$ cat src/verilog/fsf_pkg.sv
// constants for the fault status flag register bank
package fsf_pkg;

	// ==========================================
	// bus geometry
	localparam int unsigned ADDR_W = 10;
	localparam int unsigned DATA_W = 32;
	localparam int unsigned NUM_IN = 4;
	localparam int unsigned FILT_W = 4;

	// ==========================================
	// register indices, byte address is index times four
	localparam logic [7:0] IDX_MODE = 8'h20;
	localparam logic [7:0] IDX_STATUS = 8'h25;
	localparam logic [7:0] IDX_FILT = 8'h28;
	localparam logic [7:0] IDX_CTRL = 8'h29;
	localparam logic [9:0] ADDR_MODE = {IDX_MODE, 2'h0};
	localparam logic [9:0] ADDR_STATUS = {IDX_STATUS, 2'h0};
	localparam logic [9:0] ADDR_FILT = {IDX_FILT, 2'h0};
	localparam logic [9:0] ADDR_CTRL = {IDX_CTRL, 2'h0};

	// ==========================================
	// field positions
	localparam int unsigned ST_ANY = 7;
	localparam int unsigned ST_WPON = 6;
	localparam int unsigned ST_LEVEL = 5;
	localparam int unsigned ST_RSVD = 4;
	localparam int unsigned MODE_FCTL = 0;
	localparam int unsigned MODE_WPOFF = 2;
	localparam int unsigned CTRL_FEN_LO = 4;

	// ==========================================
	// reset values
	localparam logic RST_WP = 1'b0;
	localparam logic RST_FCTL = 1'b0;
	localparam logic [7:0] RST_CTRL = 8'h00;
	localparam logic [3:0] RST_FILT = 4'h0;
	localparam logic [3:0] RST_FLAGS = 4'h0;

	// ==========================================
	// bus responses
	localparam logic [1:0] RESP_OKAY = 2'h0;
	localparam logic [1:0] RESP_SLVERR = 2'h2;

endpackage : fsf_pkg

$ cat src/verilog/fsf_fault_in.sv
// one fault input: three-stage synchroniser and optional glitch filter
module fsf_fault_in #(
	parameter int unsigned FILT_W = 4
) (
	input wire logic clk,
	input wire logic arst_n,
	input wire logic pin,
	input wire logic filt_en,
	input wire logic [FILT_W-1:0] filt_val,
	output logic level
);
	if (FILT_W < 1 || FILT_W > 16) begin : g_bad_filt_w
		$error("FILT_W out of range");
	end

	logic s1_q, s2_q, s3_q, lvl_q, filt_q;
	logic [FILT_W-1:0] cnt_q;

	// ==========================================
	// synchroniser, change taken when stages two and three agree
	always_ff @(posedge clk or negedge arst_n) begin
		if (!arst_n) begin
			s1_q <= 1'b0;
			s2_q <= 1'b0;
			s3_q <= 1'b0;
			lvl_q <= 1'b0;
		end else begin
			s1_q <= pin;
			s2_q <= s1_q;
			s3_q <= s2_q;
			if (s2_q == s3_q) begin
				lvl_q <= s3_q;
			end
		end
	end

	// ==========================================
	// filter: new level must stand filt_val cycles
	always_ff @(posedge clk or negedge arst_n) begin
		if (!arst_n) begin
			cnt_q <= '0;
			filt_q <= 1'b0;
		end else if (lvl_q == filt_q) begin
			cnt_q <= '0;
		end else if (cnt_q + FILT_W'(1) >= filt_val) begin
			cnt_q <= '0;
			filt_q <= lvl_q;
		end else begin
			cnt_q <= cnt_q + FILT_W'(1);
		end
	end

	assign level = (filt_en && filt_val != '0) ? filt_q : lvl_q;

endmodule : fsf_fault_in

$ cat src/verilog/fsf_status_regs.sv
// fault status flag register bank with AXI4-Lite slave
module fsf_status_regs (
	input wire logic clk,
	input wire logic arst_n,
	input wire logic s_axi_awvalid,
	output logic s_axi_awready,
	input wire logic [fsf_pkg::ADDR_W-1:0] s_axi_awaddr,
	input wire logic s_axi_wvalid,
	output logic s_axi_wready,
	input wire logic [fsf_pkg::DATA_W-1:0] s_axi_wdata,
	input wire logic [3:0] s_axi_wstrb,
	output logic s_axi_bvalid,
	input wire logic s_axi_bready,
	output logic [1:0] s_axi_bresp,
	input wire logic s_axi_arvalid,
	output logic s_axi_arready,
	input wire logic [fsf_pkg::ADDR_W-1:0] s_axi_araddr,
	output logic s_axi_rvalid,
	input wire logic s_axi_rready,
	output logic [fsf_pkg::DATA_W-1:0] s_axi_rdata,
	output logic [1:0] s_axi_rresp,
	input wire logic [3:0] fault_pin,
	output logic [3:0] per_input_fault_flag,
	output logic any_fault_flag,
	output logic fault_input_level,
	output logic write_protect_on
);
	localparam int unsigned N = fsf_pkg::NUM_IN;

	// ==========================================
	// bus slave
	logic aw_hold_q, w_hold_q, bvalid_q, rvalid_q;
	logic [fsf_pkg::ADDR_W-1:0] awaddr_q;
	logic [7:0] wdata_q;
	logic wstrb0_q;
	logic [1:0] bresp_q, rresp_q;
	logic [fsf_pkg::DATA_W-1:0] rdata_q;
	logic do_wr, ar_hs, wr_mode, wr_status, wr_ctrl, wr_filt, rd_status, wa_ok, ra_ok;
	logic [7:0] rd_mux;

	assign s_axi_awready = !aw_hold_q;
	assign s_axi_wready = !w_hold_q;
	assign s_axi_arready = !rvalid_q;
	assign s_axi_bvalid = bvalid_q;
	assign s_axi_bresp = bresp_q;
	assign s_axi_rvalid = rvalid_q;
	assign s_axi_rdata = rdata_q;
	assign s_axi_rresp = rresp_q;

	assign do_wr = aw_hold_q && w_hold_q && !bvalid_q;
	assign ar_hs = s_axi_arvalid && !rvalid_q;
	assign wa_ok = awaddr_q == fsf_pkg::ADDR_MODE || awaddr_q == fsf_pkg::ADDR_STATUS
		|| awaddr_q == fsf_pkg::ADDR_FILT || awaddr_q == fsf_pkg::ADDR_CTRL;
	assign ra_ok = s_axi_araddr == fsf_pkg::ADDR_MODE || s_axi_araddr == fsf_pkg::ADDR_STATUS
		|| s_axi_araddr == fsf_pkg::ADDR_FILT || s_axi_araddr == fsf_pkg::ADDR_CTRL;
	assign wr_status = do_wr && wstrb0_q && awaddr_q == fsf_pkg::ADDR_STATUS;
	assign rd_status = ar_hs && s_axi_araddr == fsf_pkg::ADDR_STATUS;
	assign wr_mode = do_wr && wstrb0_q && awaddr_q == fsf_pkg::ADDR_MODE;
	assign wr_ctrl = do_wr && wstrb0_q && awaddr_q == fsf_pkg::ADDR_CTRL;
	assign wr_filt = do_wr && wstrb0_q && awaddr_q == fsf_pkg::ADDR_FILT;

	always_ff @(posedge clk or negedge arst_n) begin
		if (!arst_n) begin
			aw_hold_q <= 1'b0;
			w_hold_q <= 1'b0;
			awaddr_q <= '0;
			wdata_q <= 8'h00;
			wstrb0_q <= 1'b0;
			bvalid_q <= 1'b0;
			bresp_q <= fsf_pkg::RESP_OKAY;
		end else begin
			if (s_axi_awvalid && !aw_hold_q) begin
				aw_hold_q <= 1'b1;
				awaddr_q <= s_axi_awaddr;
			end
			if (s_axi_wvalid && !w_hold_q) begin
				w_hold_q <= 1'b1;
				wdata_q <= s_axi_wdata[7:0];
				wstrb0_q <= s_axi_wstrb[0];
			end
			if (do_wr) begin
				aw_hold_q <= 1'b0;
				w_hold_q <= 1'b0;
				bvalid_q <= 1'b1;
				bresp_q <= wa_ok ? fsf_pkg::RESP_OKAY : fsf_pkg::RESP_SLVERR;
			end else if (s_axi_bready) begin
				bvalid_q <= 1'b0;
			end
		end
	end

	always_ff @(posedge clk or negedge arst_n) begin
		if (!arst_n) begin
			rvalid_q <= 1'b0;
			rdata_q <= '0;
			rresp_q <= fsf_pkg::RESP_OKAY;
		end else if (ar_hs) begin
			rvalid_q <= 1'b1;
			rdata_q <= {24'h000000, rd_mux};
			rresp_q <= ra_ok ? fsf_pkg::RESP_OKAY : fsf_pkg::RESP_SLVERR;
		end else if (s_axi_rready) begin
			rvalid_q <= 1'b0;
		end
	end

	// ==========================================
	// control registers
	logic wp_q, wp_arm_q, fctl_q;
	logic [7:0] ctrl_q;
	logic [3:0] filt_q;

	always_ff @(posedge clk or negedge arst_n) begin
		if (!arst_n) begin
			wp_q <= fsf_pkg::RST_WP;
			wp_arm_q <= 1'b0;
		end else begin
			if (wr_status && wdata_q[fsf_pkg::ST_WPON]) begin
				wp_q <= 1'b1;
				wp_arm_q <= 1'b0;
			end else if (wr_mode && wdata_q[fsf_pkg::MODE_WPOFF] && wp_arm_q) begin
				wp_q <= 1'b0;
				wp_arm_q <= 1'b0;
			end else if (rd_status && wp_q) begin
				wp_arm_q <= 1'b1;
			end
		end
	end

	always_ff @(posedge clk or negedge arst_n) begin
		if (!arst_n) begin
			fctl_q <= fsf_pkg::RST_FCTL;
			ctrl_q <= fsf_pkg::RST_CTRL;
			filt_q <= fsf_pkg::RST_FILT;
		end else if (!wp_q) begin
			if (wr_mode) begin
				fctl_q <= wdata_q[fsf_pkg::MODE_FCTL];
			end
			if (wr_ctrl) begin
				ctrl_q <= wdata_q;
			end
			if (wr_filt) begin
				filt_q <= wdata_q[3:0];
			end
		end
	end

	// ==========================================
	// fault inputs
	logic [N-1:0] lvl, cond;
	genvar gi;
	generate
		for (gi = 0; gi < N; gi++) begin : g_in
			fsf_fault_in #(.FILT_W(fsf_pkg::FILT_W)) u_in (
				.clk(clk),
				.arst_n(arst_n),
				.pin(fault_pin[gi]),
				.filt_en(ctrl_q[fsf_pkg::CTRL_FEN_LO + gi]),
				.filt_val(filt_q),
				.level(lvl[gi])
			);
		end
	endgenerate

	assign cond = {N{fctl_q}} & ctrl_q[N-1:0] & lvl;

	// ==========================================
	// sticky flags and clearing sequence
	logic [N-1:0] flag_q, arm_q, clr;
	logic agg_arm_q, clr_all, level_q;

	assign clr = {N{wr_status}} & ~wdata_q[N-1:0] & arm_q & ~cond;
	assign clr_all = wr_status && !wdata_q[fsf_pkg::ST_ANY] && agg_arm_q && cond == '0;

	always_ff @(posedge clk or negedge arst_n) begin
		if (!arst_n) begin
			flag_q <= fsf_pkg::RST_FLAGS;
			arm_q <= '0;
			agg_arm_q <= 1'b0;
			level_q <= 1'b0;
		end else begin
			flag_q <= cond | (flag_q & ~clr & ~{N{clr_all}});
			arm_q <= ((wr_status ? '0 : arm_q) | (rd_status ? flag_q : '0)) & ~cond;
			agg_arm_q <= ((wr_status ? 1'b0 : agg_arm_q) | (rd_status && flag_q != '0)) && cond == '0;
			level_q <= |cond;
		end
	end

	// ==========================================
	// read mux
	always_comb begin
		rd_mux = 8'h00;
		case (s_axi_araddr)
			fsf_pkg::ADDR_STATUS: begin
				rd_mux[fsf_pkg::ST_ANY] = |flag_q;
				rd_mux[fsf_pkg::ST_WPON] = wp_q;
				rd_mux[fsf_pkg::ST_LEVEL] = level_q;
				rd_mux[fsf_pkg::ST_RSVD] = 1'b0;
				rd_mux[N-1:0] = flag_q;
			end
			fsf_pkg::ADDR_MODE: begin
				rd_mux[fsf_pkg::MODE_FCTL] = fctl_q;
				rd_mux[fsf_pkg::MODE_WPOFF] = !wp_q;
			end
			fsf_pkg::ADDR_CTRL: rd_mux = ctrl_q;
			fsf_pkg::ADDR_FILT: rd_mux[3:0] = filt_q;
			default: rd_mux = 8'h00;
		endcase
	end

	assign per_input_fault_flag = flag_q;
	assign any_fault_flag = |flag_q;
	assign fault_input_level = level_q;
	assign write_protect_on = wp_q;

	// ==========================================
	// assertions
	property p_wp_block;
		@(posedge clk) disable iff (!arst_n) (wr_ctrl && wp_q) |=> ctrl_q == $past(ctrl_q);
	endproperty
	a_wp_block: assert property (p_wp_block) else $error("protected write took effect");

	property p_level;
		@(posedge clk) disable iff (!arst_n) ##1 fault_input_level == $past(fctl_q && (ctrl_q[N-1:0] & lvl) != '0);
	endproperty
	a_level: assert property (p_level) else $error("level bit wrong");

	property p_rsvd;
		@(posedge clk) disable iff (!arst_n) rd_status |=> s_axi_rdata[fsf_pkg::ST_RSVD] == 1'b0;
	endproperty
	a_rsvd: assert property (p_rsvd) else $error("reserved bit set");

	property p_set;
		@(posedge clk) disable iff (!arst_n) cond != '0 |=> (flag_q & $past(cond)) == $past(cond);
	endproperty
	a_set: assert property (p_set) else $error("fault flag not set");

	property p_clear_cause;
		@(posedge clk) disable iff (!arst_n) (flag_q != '0) ##1 ((~flag_q & $past(flag_q)) != '0) |-> $past(wr_status);
	endproperty
	a_clear_cause: assert property (p_clear_cause) else $error("flag cleared without write");

	property p_write_one;
		@(posedge clk) disable iff (!arst_n)
			(wr_status && wdata_q[3:0] == 4'hF && wdata_q[fsf_pkg::ST_ANY]) |=> flag_q == ($past(flag_q) | $past(cond));
	endproperty
	a_write_one: assert property (p_write_one) else $error("write of one changed flags");

	property p_agg_clear;
		@(posedge clk) disable iff (!arst_n) clr_all |=> flag_q == '0;
	endproperty
	a_agg_clear: assert property (p_agg_clear) else $error("aggregate clear left flags");

	property p_rearm;
		@(posedge clk) disable iff (!arst_n) cond != '0 |=> (arm_q & $past(cond)) == '0;
	endproperty
	a_rearm: assert property (p_rearm) else $error("sequence not restarted");

	property p_any;
		@(posedge clk) disable iff (!arst_n) rd_status |=> s_axi_rdata[fsf_pkg::ST_ANY] == |$past(flag_q);
	endproperty
	a_any: assert property (p_any) else $error("aggregate bit wrong");

	property p_wp_hold;
		@(posedge clk) disable iff (!arst_n) (wr_mode && !wp_arm_q && wp_q) |=> wp_q;
	endproperty
	a_wp_hold: assert property (p_wp_hold) else $error("protection dropped without read");

	property p_decode;
		@(posedge clk) disable iff (!arst_n) rd_status |=> s_axi_rvalid && s_axi_rresp == fsf_pkg::RESP_OKAY;
	endproperty
	a_decode: assert property (p_decode) else $error("status not decoded");

endmodule : fsf_status_regs

$ cat config.mk
export PLATFORM = sky130hd
export DESIGN_NAME = fsf_status_regs
export DESIGN_NICKNAME = d
export VERILOG_FILES = /design/src/verilog/fsf_pkg.sv /design/src/verilog/fsf_fault_in.sv /design/src/verilog/fsf_status_regs.sv
export SDC_FILE = /design/constraint.sdc
export NUM_CORES = 1
export LEC_CHECK = 0
export BUFFER_PORTS_ARGS = -buffer_cell sky130_fd_sc_hd__buf_2
export CAP_MARGIN = 20
export CELL_PAD_IN_SITES_DETAIL_PLACEMENT = 1
export CELL_PAD_IN_SITES_GLOBAL_PLACEMENT = 1
export CORE_MARGIN = 2
export CORE_UTILIZATION = 46
export CTS_BUF_LIST = sky130_fd_sc_hd__clkbuf_4 sky130_fd_sc_hd__clkbuf_8
export CTS_CLUSTER_DIAMETER = 150
export DETAILED_ROUTE_END_ITERATION = 7
export PLACE_DENSITY = 0.91
export SYNTH_ARGS = -nofsm -noshare
export SYNTH_HDL_FRONTEND = slang
export SYNTH_SLANG_ARGS = --single-unit
$ cat constraint.sdc
create_clock -name clk -period 3.1 [get_ports clk]
set_input_delay 0 -clock clk [delete_from_list [all_inputs] [get_ports clk]]
set_output_delay 0 -clock clk [all_outputs]
set_load 0.02 [all_outputs]
After elaboration in Yosys (flattened, before gate mapping)
Cells that the tools add are included.
- $add $sub $neg: 4
- $lt $le $gt $ge: 4
- equality and inequality tests: 16
- multiplexer cells: 35
- bitwise logic cells: 20
- reduce and logical (&&, ||, !) cells: 54
- operators with widths (kind ; count):
    10-bit by 8-bit == test with 1-bit output (second input constant) ; 8
    4-bit 2-to-1 mux ; 10
    4-bit AND ; 8
    1-bit logical AND ; 24
    1-bit 2-to-1 mux ; 18
    4-bit by 1-bit adder with 4-bit output (second input constant) ; 4
    4-bit >= comparator ; 4
    4-bit NOT ; 4
    2-bit AND reduction ; 7
    2-bit nonzero test ; 5
    1-bit == test ; 8
    4-bit OR ; 2
    1-bit case mux with 4 select lines ; 2
    4-bit case mux with 2 select lines ; 1
    4-bit nonzero test ; 2
    4-bit OR reduction ; 2
    1-bit zero test ; 6
    1-bit logical OR ; 6
    1-bit case mux with 3 select lines ; 2
    1-bit NOT ; 5
    4-bit zero test ; 1
    2-bit 2-to-1 mux ; 2
    3-bit nonzero test ; 1
    1-bit OR ; 1
- bits in registers: 96
- bits of input ports: 67

Longest topological paths before layout
Gate-level depths: netlist of the first run.
- depth after elaboration: 11
- depth in mapped cells: 6
- mapped depth without buffers: 6

Cells and area by module
A second synthesis of the first run with hierarchy kept.
- cells, all modules: 394
- area total of the unflattened synthesis: 4648.2 µm²
- by module, submodules not included (module ; instances ; cells each ; area an instance (µm²)):
    fsf_status_regs ; 1 ; 242 ; 2781.4
    fsf_fault_in ; 4 ; 38 ; 466.7

Least setup slack after synthesis of the first run
No wires, ideal clock.
- path kind: register to register
- from: reg awaddr_q[6] (netlist name)
- to: reg filt_q[0]
- arrival: 1.888 ns
- required time: 2.975 ns
- setup slack: 1.087 ns
- cell stages (with the launch flop): 6
- buffers on the path: 0
- path through: dfrtp_1 or4b_4 nor2_1 nor4b_4 nor3b_4 mux2_2
- cells in the longest elaborated chain, start to end: 3
- RTL lines (element ; line ; source):
    start, declared ; fsf_status_regs.sv:33 ; logic [fsf_pkg::ADDR_W-1:0] awaddr_q;
    start signal, assigned ; fsf_status_regs.sv:74 ; awaddr_q <= s_axi_awaddr;
    10-bit by 8-bit == test with 1-bit output ; fsf_status_regs.sv:60 ; assign wr_filt = do_wr && wstrb0_q && awaddr_q == fsf_pkg::ADDR_FILT;
    1-bit logical AND ; fsf_status_regs.sv:60 ;
    2-bit AND reduction (no source line) ; - ;
    end signal, assigned ; fsf_status_regs.sv:133 ; filt_q <= fsf_pkg::RST_FILT;
    end signal, assigned ; fsf_status_regs.sv:142 ; filt_q <= wdata_q[3:0];
    end, declared ; fsf_status_regs.sv:110 ; logic [3:0] filt_q;
No other way between the ends.
A chain may end at the register's enable or synchronous reset.

Final worst setup path of the first run
- from: reg awaddr_q[6] (netlist name)
- to: reg filt_q[1]
Same word-level chain as after synthesis.

==> impl_results.md, run 1 <==
* Final setup margin at 0.804 ns
* Unique masters post-synth at 46
* Worst Hold End: s_axi_rdata[2]$_DFFE_PN0P_
* Pin count of the biggest net entering global routing at 50
* Worst min-delay path startpoint: s_axi_araddr[4]
* Power per cell area at 588 nW/um^2
* Ys async rst share at 1.00
* Clock-pin transition on the worst setup and hold timing paths at 0.11 ns
* Hpwl dp at 8040 um
* Post-synthesis compound-gate area fraction at 0.0929
* Sequential share of power at 0.520
* Synth warn at 0
* Synth Area in Adders at 0.0649
* Total wire length at 11800 um
* Syn Area/Cell at 11.6 um^2
* Sequential fraction of the synthesis area at 0.526
* Yosys reg bits at 94
* # diodes at 0
* Vias per cell at 5.39
* Reg2reg setup slack at 0.80 ns
* R2R cell count at 5
* Post-synth top flop: dfrtp_1
* Arrival @ worst endpoint at 2.55 ns
* Clk Latency, worst-skew pair at 0.38 ns
* Initial drt markers at 82
* Simple-gate share of the synthesized area at 0.123
* Nets at 570
* R2r endpoint: filt_q[1]$_DFFE_PN0P_
* Starting Density at 0.479
* Worst Hold Slack at 0.0987 ns
* IO buf count at 61
* Avg WL per Cell at 19.2 um
* P_int at 0.00210 W
* XOR/XNOR Fraction of Synth Area at 0.0235
* CTS max path bufs at 2
* Setup crit end kind: register
* Setup Fix Bufs, Post-CTS at 0
* P&R area growth vs syn at 19.2%
* Vias in the first global route at 3613
* Clock Power Share at 0.279
* Critical Path Fanout Max at 4
* Die Width at 103 um
* F_max at 436 MHz
* Endpoints failing hold at 0
* Post-synth EDFFs at 0
* Hold Crit Depth at 3
* Rel. slew slack at 0.408
* # setup viols final at 0
* Remaining Overflow, GRT at 0
* Min Tclk post-route at 2.30 ns
* CTS Buf Count at 9
* Commonest non-fill, non-tap cells in the layout: dfrtp_1, buf_2, mux2_2
* Mapped cell area at 4470 um^2
* Hold WC Path Type: in2reg
* Layout cells sized above 1 at 0.252
* Die height at 103 um
* GPL Wtd Cong at 0.843
* Post-synthesis mux area share at 0.0979
* Drt pass-1 iters at 4
* Total I/O pin count at 115
* Root buffer cell: clkbuf_8
* Worst Max-Slew Pin Slew at 0.886 ns
* DIE AREA at 10500 um^2
* FP Rows at 35
* Switching Fraction at 0.331
* Largest family of logic cells by synthesized area: simple AND/OR/NAND/NOR gates
* H-Tree Depth at 3
* Max_cap viols at 0
* # clock sinks at 94
* Commonest non-fill, non-tap cell in the layout: dfrtp_1
* Peak supply drop at 0.386 mV
* First-pass GRT wire length at 18500 um
* TNS Setup at 0 ns
* Post-layout util at 0.571
* GRT Total Usage at 0.235
* Via Count at 3327
* Skew final at 0.0210 ns
* WP data required at 3.36 ns
* Core area at 9330 um^2
* NetSw at 0.00104 W
* Fill cell count at 1021
* Drc violations at 0
* TritonCTS clock tree: done
* Pleak at 2.62 nW
* DRT antenna net count at 0
* Logic pwr share at 0.201
* Cell count after synthesis at 387
* Worst Setup Path Type: reg2reg
* Initial antenna violation count at 0
* Pre-CTS setup slack at 0.900 ns
* Final period util at 0.741
* Startpoint types: register
* Reg2reg start: awaddr_q[6]$_DFFE_PN0P_
* Max-slew violations at 0
* Status: complete, no violations
* RSZ-0062 raised after global routing: false
[synthesized netlist by cell type (2+ instances only)]
cell type	n	area share
a21o_1	4	0.0067
a21oi_1	7	0.0078
a221o_1	3	0.0067
a22o_1	3	0.0059
a22oi_1	9	0.015
a31oi_1	2	0.0028
and3_1	4	0.0056
buf_4	26	0.044
clkbuf_1	5	0.0042
dfrtp_1	94	0.53
ha_1	20	0.056
inv_1	27	0.023
maj3_1	4	0.0090
mux2_2	38	0.096
nand2_1	13	0.011
nand2b_1	9	0.013
nand3_1	14	0.016
nand4_1	3	0.0042
nor2_1	20	0.017
nor2b_1	13	0.018
nor3_1	7	0.0078
o211ai_1	4	0.0067
o21a_1	3	0.0050
o21ai_0	20	0.022
o41ai_1	4	0.0078
xnor2_1	4	0.0078
xor2_1	8	0.016
[cell type report]
cell class	instances	area, um^2	share of cell area
tap	129	161	0.0303
clock inverter	7	86.3	0.0162
timing repair buffer	92	611	0.115
inverter	27	101	0.0190
clock buffer	9	124	0.0232
sequential	94	2350	0.441
multi-input combinational	259	1890	0.355
[what timing repair did]
item,CTS,global route
hold endpoints to repair,74,0
hold buffers,28,0
endpoints found under the setup margin,0,0
gates resized for setup,0,0
[cells by family (layout without fill, tap and decap cells)]
kind of cell               Yosys count  count (layout)
other                                1              26
xor gates and xnor gates            12              12
muxes                               39              39
DFF                                 94              94
buffers and inverters               59             135
and+or+nand+nor                     96              96
AOI/OAI and AO/OA                   62              62
adders and majority gates           24              24
[flip-flops by register name (all words and copies together), names as in the netlist, 4 cells and up]
name	count
arm_q	4
awaddr_q	10
ctrl_q	8
filt_q	4
g_in.u_in.cnt_q	16
g_in.u_in.filt_q	4
g_in.u_in.lvl_q	4
g_in.u_in.s1_q	4
g_in.u_in.s2_q	4
g_in.u_in.s3_q	4
per_input_fault_flag	4
s_axi_rdata	8
wdata_q	8
[power by group through the flow]
stage / Clock [W] / Sequential, W / Combinational [W]
finish: 0.000873 / 0.00163 / 0.000630
global route: 0.000937 / 0.00166 / 0.000684
CTS: 0.000886 / 0.00162 / 0.000598
detailed placement: 0 / 0.00164 / 0.000566
global placement: 0 / 0.00162 / 0.000533
floorplan: 0 / 0.00158 / 0.000426
[worst max-delay path, stage by stage, from the launching register on]
cell and delay, ns:
dfrtp_1 0.40, or4b_4 0.57, nor2_1 0.19, nor4b_4 0.27, nor3b_4 0.36, mux2_2 0.38
[routing by layer]
metal	global-route usage	share of wire	vias up
li1	-	-	1497
met1	0.271	0.39	1699
met2	0.433	0.55	104
met3	0.0508	0.040	27
met4	0.0800	0.022	0
met5	0	0	-
[metrics by stage]
step	total power, W	instance area [um^2]	cells
floorplan	0.00200	4570	412
global placement	0.00215	4840	573
detailed placement	0.00221	4840	573
CTS	0.00310	5330	617
global route	0.00328	5330	617
finish	0.00313	5330	617
[worst max path at each step]
stage                            startpoint                     to  slack (ns)  depth (start not counted)
floorplan           awaddr_q[6]$_DFFE_PN0P_  filt_q[0]$_DFFE_PN0P_        1.09                          5
global placement    awaddr_q[6]$_DFFE_PN0P_  filt_q[1]$_DFFE_PN0P_        0.98                          5
detailed placement  awaddr_q[6]$_DFFE_PN0P_  filt_q[1]$_DFFE_PN0P_        0.90                          5
CTS                 awaddr_q[6]$_DFFE_PN0P_  filt_q[1]$_DFFE_PN0P_        0.85                          5
global route        awaddr_q[6]$_DFFE_PN0P_  filt_q[1]$_DFFE_PN0P_        0.74                          5
finish              awaddr_q[6]$_DFFE_PN0P_  filt_q[1]$_DFFE_PN0P_        0.80                          5
Note: power is estimated with default switching activity, not from simulation.
==> inputs of run 2 (changes only) <==
ABC_AREA = 1   (was default)
CORE_UTILIZATION = 41   (was 46)
PLACE_DENSITY = 0.85   (was 0.91)
clock period = 2.25 ns   (was 3.1 ns; I/O delays follow)
==> run 2 against run 1 <==
Against the previous run: via count rose by 12%; combinational power increased by 43%; worst hold slack improved by 0.0090 ns; global-route usage shrank 3.2 points; flip-flop and latch count stayed put; total power increased by 33%; sequential share of layout area down 1.1 points; die area up 15%; non-clock buffer count is 4 lower; highest routed layer unchanged.
==> impl_results.md, run 2 <==
* GRT Total Usage at 0.204 (-0.0318)
* Post-synth top area cell: dfrtp_1
* DRT antenna net count at 0 (unchanged)
* Critical Path Fanout Max at 4 (unchanged)
* Sequential fraction of the synthesis area at 0.510 (-0.0164)
* Rel. slew slack at 0.603 (+0.195)
* First-pass GRT wire length at 18700 um (+1.4%)
* Core area at 10900 um^2 (+17%)
* CP Cell Sequence: ha_1 > ha_1 > inv_1 > nor2_1 > o211ai_1 > nand3_1 > nand3b_1 > nor2_1
* Commonest non-fill, non-tap cell in the layout: nand2_1
* IO buf count at 61 (unchanged)
* Nets at 682 (+20%)
* Post-DP Area at 4990 um^2 (+3.2%)
* Layout cells sized above 1 at 0.173 (-0.0787)
* Final period util at 0.865 (+0.124)
* Max_cap viols at 0 (unchanged)
* TNS Setup at 0 ns (unchanged)
* # diodes at 0 (unchanged)
* Top delay family on crit path: adder cells
* WP buf/inv at 1 (+1)
* Power per cell area at 762 nW/um^2 (+30%)
* # setup viols final at 0 (unchanged)
* Largest Register: g_in.u_in.cnt_q
* Drt pass-1 iters at 4 (unchanged)
* Max-slew violations at 0 (unchanged)
* DIE AREA at 12100 um^2 (+15%)
* Synth cell count leaders: nand2_1, dfrtp_1, inv_1, nor2_1, nand3_1
* Ys async rst share at 1.00 (unchanged)
* Synth warn at 0 (unchanged)
* Post-synth EDFFs at 0 (unchanged)
* Final Cell Area at 5460 um^2 (+2.5%)
* Pin count of the biggest net entering global routing at 54 (+8.0%)
* Cell count after synthesis at 502 (+30%)
* Fill cell count at 1288 (+26%)
* Total I/O pin count at 115 (unchanged)
* Die Width at 110 um (+7.3%)
* Vias in the first global route at 3899 (+7.9%)
* Slowest cell delay on critical path at 0.43 ns (-0.14 ns)
* WP data required at 2.56 ns (-0.80 ns)
* Peak supply drop at 0.692 mV (+79%)
* Worst Setup Path Type: reg2reg
* CTS Buf Count at 9 (unchanged)
* Cts hold-fix bufs at 26 (-7.1%)
* Mapped cell area at 4620 um^2 (+3.2%)
* Setup crit end kind: register
* Worst Max-Slew Pin Slew at 0.595 ns (-0.291 ns)
* Post-CTS sizing at 0 (unchanged)
* RSZ-0062 raised after global routing: false
* Largest register FFs at 16 (unchanged)
* FP Rows at 38 (+8.6%)
* Vias per cell at 5.04 (-6.6%)
* Setup Fix Bufs, Post-CTS at 0 (unchanged)
* Remaining Overflow, GRT at 0 (unchanged)
* Status: complete, no violations
* Die height at 110 um (+7.3%)
* P&R area growth vs syn at 18.4%
* Count leader, synth: nand2_1
* Avg WL per Cell at 15.4 um (-20%)
* Initial drt markers at 122 (+49%)
* Yosys reg bits at 94 (unchanged)
* Syn Area/Cell at 9.19 um^2 (-20%)
* F_max at 514 MHz (+18%)
* CTS max path bufs at 2 (unchanged)
* Via Count at 3726 (+12%)
* Initial antenna violation count at 0 (unchanged)
* Slowest cell on the critical path: dfrtp_1
* Area contributors post-synth: dfrtp_1, nand2_1, ha_1
* Min Tclk post-route at 1.95 ns (-0.350 ns)
* TritonCTS clock tree: done
* Pleak at 2.86 nW (+9.0%)
* Endpoints failing hold at 0 (unchanged)
* Arrival @ worst endpoint at 2.26 ns (-0.29 ns)
* H-Tree Depth at 3 (unchanged)
* Clock-pin transition on the worst setup and hold timing paths at 0.09 ns (-0.02 ns)
* GPL Wtd Cong at 0.788 (-6.5%)
* Share of the synthesized area in the top cell type at 0.510 (-0.0164)
* Regs by FF count: g_in.u_in.cnt_q x16, awaddr_q x10
* # clock sinks at 94 (unchanged)
* Total wire length at 11400 um (-3.6%)
* Startpoint types: register
* Hpwl dp at 8130 um (+1.1%)
* Starting Density at 0.422 (-0.0573)
* Post-synth top flop: dfrtp_1
* Clk Latency, worst-skew pair at 0.38 ns (about the same)
* Unique masters post-synth at 32 (-30%)
* Commonest non-fill, non-tap cells in the layout: nand2_1, dfrtp_1, buf_2
* Hold WC Path Type: in2reg
* Drc violations at 0 (unchanged)
* Skew final at 0.00694 ns (-0.0140 ns)
* Root buffer cell: clkbuf_8
## run 2: through the flow
| step | power [W] | hold slack, ns | worst slack [ns] | cells | util |
|---|---|---|---|---|---|
| final | 0.00416 | 0.108 | 0.304 | 740 | 0.500 |
| after detailed placement | 0.00297 | 0.0282 | 0.314 | 698 | 0.457 |
| after global placement | 0.00290 | 0.00964 | 0.467 | 698 | 0.457 |
| after global routing | 0.00441 | 0.134 | 0.142 | 740 | 0.500 |
| after floorplan | 0.00270 | -0.296 | 0.574 | 527 | - |
| after CTS | 0.00420 | 0.0924 | 0.297 | 740 | 0.500 |
## run 2: worst register-to-register path, stage by stage, from the launching register on
cell	delay, ns
dfrtp_1	0.43
ha_1	0.34
ha_1	0.30
inv_1	0.06
nor2_1	0.03
o211ai_1	0.16
nand3_1	0.13
nand3b_1	0.29
nor2_1	0.15
## run 2: worst paths after layout
path	startpoint	to	slack [ns]	cells past startpoint
max	g_in[1].u_in.cnt_q[0]$_DFF_PN0_	g_in[1].u_in.cnt_q[3]$_DFF_PN0_	0.30	8
min	s_axi_araddr[3]	s_axi_rdata[1]$_DFFE_PN0P_	0.11	6
max reg2reg	g_in[1].u_in.cnt_q[0]$_DFF_PN0_	g_in[1].u_in.cnt_q[3]$_DFF_PN0_	0.30	8
min reg2reg	g_in[1].u_in.s1_q$_DFF_PN0_	g_in[1].u_in.s2_q$_DFF_PN0_	0.36	0
max in group asynchronous	arst_n	g_in[3].u_in.s2_q$_DFF_PN0_	1.41	3
min in group asynchronous	arst_n	w_hold_q$_DFFE_PN0P_	0.14	2
## run 2: area by class of cell
type	count	area [um^2]	share of cell area
timing repair buffer	88	588	0.108
tap	140	175	0.0321
inverter	61	229	0.0419
clock inverter	4	55.1	0.0101
sequential	94	2350	0.431
clock buffer	12	153	0.0279
multi-input combinational	341	1910	0.350
## run 2: power by group
group / internal (W) / total [W] / switching [W]
Combinational: 0.000299 / 0.000904 / 0.000606
Clock: 0.000575 / 0.00119 / 0.000614
Sequential: 0.00193 / 0.00207 / 0.000136
## run 2: cell families (layout without fill, tap and decap cells)
family          count (synthesis)  after routing  synth area share
xor+xnor                       11             11            0.0209
other cells                     1             26          0.000812
fa+ha+maj                      24             24            0.0629
simple gates                  216            216             0.227
mux                             5              5            0.0122
compound gates                 59             59            0.0694
buf+inv                        92            165            0.0968
flops                          94             94             0.510
## run 2: routing by layer
metal / global-route usage / vias to the layer above / wire, um
li1: - / 1778 / -
met1: 0.240 / 1832 / 4730
met2: 0.364 / 98 / 5940
met3: 0.0564 / 18 / 591
met4: 0.0554 / 0 / 154
met5: 0 / - / 0
==> inputs of run 3 (changes only) <==
CAP_MARGIN = default   (was 20)
CELL_PAD_IN_SITES_DETAIL_PLACEMENT = default   (was 1)
CELL_PAD_IN_SITES_GLOBAL_PLACEMENT = default   (was 1)
CORE_UTILIZATION = 55   (was 41)
GPL_TIMING_DRIVEN = 0   (was default)
==> run 3 against run 2 <==
Against the previous run: global-route usage is 4.2 points higher; worst hold slack worse by 0.074 ns; die area decreased by 25%; first-iteration DRC count is 100% higher; cell count down 0.54%; register-to-register slack improved by 0.04 ns; largest power group unchanged; routed wire length fell by 9.4%.
==> impl_results.md, run 3 (synthesis results as in run 2) <==
* Logic pwr share at 0.221 (+0.004)
* Pleak at 3.02 nW (+5.6%)
* Inst Count DP at 694 (-0.57%)
* # clock sinks at 94 (unchanged)
* Top delay family on crit path: adder cells
* Remaining Overflow, GRT at 0 (unchanged)
* Critical Path Fanout Max at 4 (unchanged)
* P&R area growth vs syn at 22.8%
* H-Tree Depth at 3 (unchanged)
* Post-CTS sizing at 0 (unchanged)
* Total I/O pin count at 115 (unchanged)
* Clk Latency, worst-skew pair at 0.37 ns (about the same)
* Reg2reg setup slack at 0.34 ns (+0.04 ns)
* WP buf/inv at 1 (unchanged)
* # setup viols final at 0 (unchanged)
* Clock-pin transition on the worst setup and hold timing paths at 0.10 ns (about the same)
* Reg2reg start: g_in[1].u_in.cnt_q[0]$_DFF_PN0_
* Commonest non-fill, non-tap cell in the layout: nand2_1
* RSZ-0062 raised after global routing: false
* Largest Register: g_in.u_in.cnt_q
* GPL Wtd Cong at 0.884 (+12%)
* WP data required at 2.54 ns (-0.02 ns)
* Startpoint types: register
* Endpoints failing hold at 0 (unchanged)
* Slowest cell on the critical path: dfrtp_1
* DRT antenna net count at 0 (unchanged)
* Avg WL per Cell at 14.1 um (-8.9%)
* R2R cell count at 8 (unchanged)
* Hold Crit Depth at 3 (-3)
* Worst Hold End: s_axi_rresp[1]$_DFFE_PN0P_
* Status: complete, no violations
* Pin count of the biggest net entering global routing at 64 (+19%)
* Clock Power Share at 0.296 (+0.010)
* Drt pass-1 iters at 4 (unchanged)
* Power per cell area at 756 nW/um^2 (-0.73%)
* IO buf count at 61 (unchanged)
* Starting Density at 0.565 (+0.143)
* Peak supply drop at 0.604 mV (-13%)
* Die Width at 95.6 um (-13%)
* Switching Fraction at 0.316 (-0.00965)
* Via Count at 3818 (+2.5%)
* TritonCTS clock tree: done
* Tot Pwr at 0.00429 W (+3.0%)
* Min Tclk post-route at 1.91 ns (-0.0363 ns)
* F_max at 524 MHz (+1.9%)
* Final period util at 0.849 (-0.0161)
* Critical Path Start: g_in[1].u_in.cnt_q[0]$_DFF_PN0_
* Root buffer cell: clkbuf_8
* Core area at 8180 um^2 (-25%)
* Sequential share of power at 0.483 (-0.014)
* NetSw at 0.00135 W (about the same)
* Nets at 713 (+4.5%)
* Total wire length at 10300 um (-9.4%)
* P_int at 0.00293 W (+4.5%)
* Setup crit end kind: register
* CP Cell Sequence: ha_1 > xnor2_1 > inv_1 > ha_1 > o211ai_1 > nand3_1 > nand3b_1 > nor2_1
* Drc violations at 0 (unchanged)
* Cell mode on critical path: ha_1
* CTS Buf Count at 9 (unchanged)
* Max-slew violations at 0 (unchanged)
* Fill cell count at 616 (-52%)
* First-pass GRT wire length at 17100 um (-8.6%)
* GRT Total Usage at 0.246 (+0.0423)
* Hpwl dp at 7390 um (-9.1%)
* Die height at 95.6 um (-13%)
* Initial drt markers at 248 (+100%)
* Worst Setup Path Type: reg2reg
* Post-Layout Cell Count at 736 (-0.54%)
* Max_cap viols at 0 (unchanged)
* Hold WC Path Type: in2reg
* CTS max path bufs at 2 (unchanged)
* Commonest non-fill, non-tap cells in the layout: nand2_1, dfrtp_1, buf_2
* Skew final at 0.0161 ns (+0.00916 ns)
* Largest register FFs at 16 (unchanged)
* Layout cells sized above 1 at 0.211 (+0.0374)
* Setup Fix Bufs, Post-CTS at 0 (unchanged)
* Worst min-delay path startpoint: s_axi_arvalid
* Vias per cell at 5.19 (+3.0%)
* TNS Setup at 0 ns (unchanged)
* # diodes at 0 (unchanged)
* Slowest cell delay on critical path at 0.43 ns (about the same)
* DIE AREA at 9140 um^2 (-25%)
* Regs by FF count: g_in.u_in.cnt_q x16, awaddr_q x10
* Initial antenna violation count at 0 (unchanged)
* Arrival @ worst endpoint at 2.20 ns (-0.06 ns)
* R2r endpoint: g_in[1].u_in.cnt_q[3]$_DFF_PN0_
* Vias in the first global route at 3820 (-2.0%)
* FP Rows at 33 (-13%)
[run 3: worst register-to-register path: stages, from the launching register on]
cell and delay, ns:
dfrtp_1 0.43, ha_1 0.23, xnor2_1 0.20, inv_1 0.08, ha_1 0.30, o211ai_1 0.10, nand3_1 0.14, nand3b_1 0.25
nor2_1 0.13
[run 3: what timing repair did]
action,CTS,global route
hold buffers,26,0
hold endpoints to repair,119,0
endpoints found under the setup margin,0,0
[run 3: power by group through the flow]
stage                     Clock (W)  Sequential, W  Combinational, W
after global placement            0        0.00208          0.000846
after floorplan                   0        0.00209          0.000609
final                       0.00127        0.00207          0.000948
after CTS                   0.00128        0.00206          0.000939
after detailed placement          0        0.00210          0.000896
after global routing        0.00136        0.00210           0.00107
[run 3: area by class of cell]
class	count	area (um^2)	share of cell area
clock buffers	10	138	0.0243
plain buffers	31	218	0.0384
clock inverters	6	92.6	0.0163
flip-flops and latches	94	2350	0.415
inverters	61	229	0.0404
repair buffers	88	596	0.105
well taps	105	131	0.0232
multi-input cells	341	1910	0.337
[run 3: through the flow]
stage	hold WS [ns]	util	setup slack (ns)	instance area, um^2
floorplan	-0.296	-	0.574	4710
global placement	0.109	0.629	0.356	5150
detailed placement	-0.0274	0.633	0.357	5180
CTS	0.0243	0.693	0.338	5670
global route	0.0656	0.693	0.163	5670
finish	0.0335	0.693	0.341	5670
[run 3: how the worst max path moves through the flow]
stage	depth (start not counted)	end	slack [ns]
floorplan	8	g_in[1].u_in.cnt_q[0]$_DFF_PN0_	0.57
global placement	1	s_axi_rvalid$_DFFE_PN0P_	0.36
detailed placement	7	g_in[0].u_in.cnt_q[3]$_DFF_PN0_	0.36
CTS	7	g_in[0].u_in.cnt_q[3]$_DFF_PN0_	0.34
global route	7	g_in[0].u_in.cnt_q[1]$_DFF_PN0_	0.16
finish	8	g_in[1].u_in.cnt_q[3]$_DFF_PN0_	0.34
[run 3: routing by layer]
metal / part of all wire / vias up / track usage
met3: 0.065 / 19 / 0.0419
met2: 0.51 / 147 / 0.435
met5: 0 / - / 0
li1: - / 1839 / -
met4: 0.019 / 0 / 0.112
met1: 0.41 / 1813 / 0.292
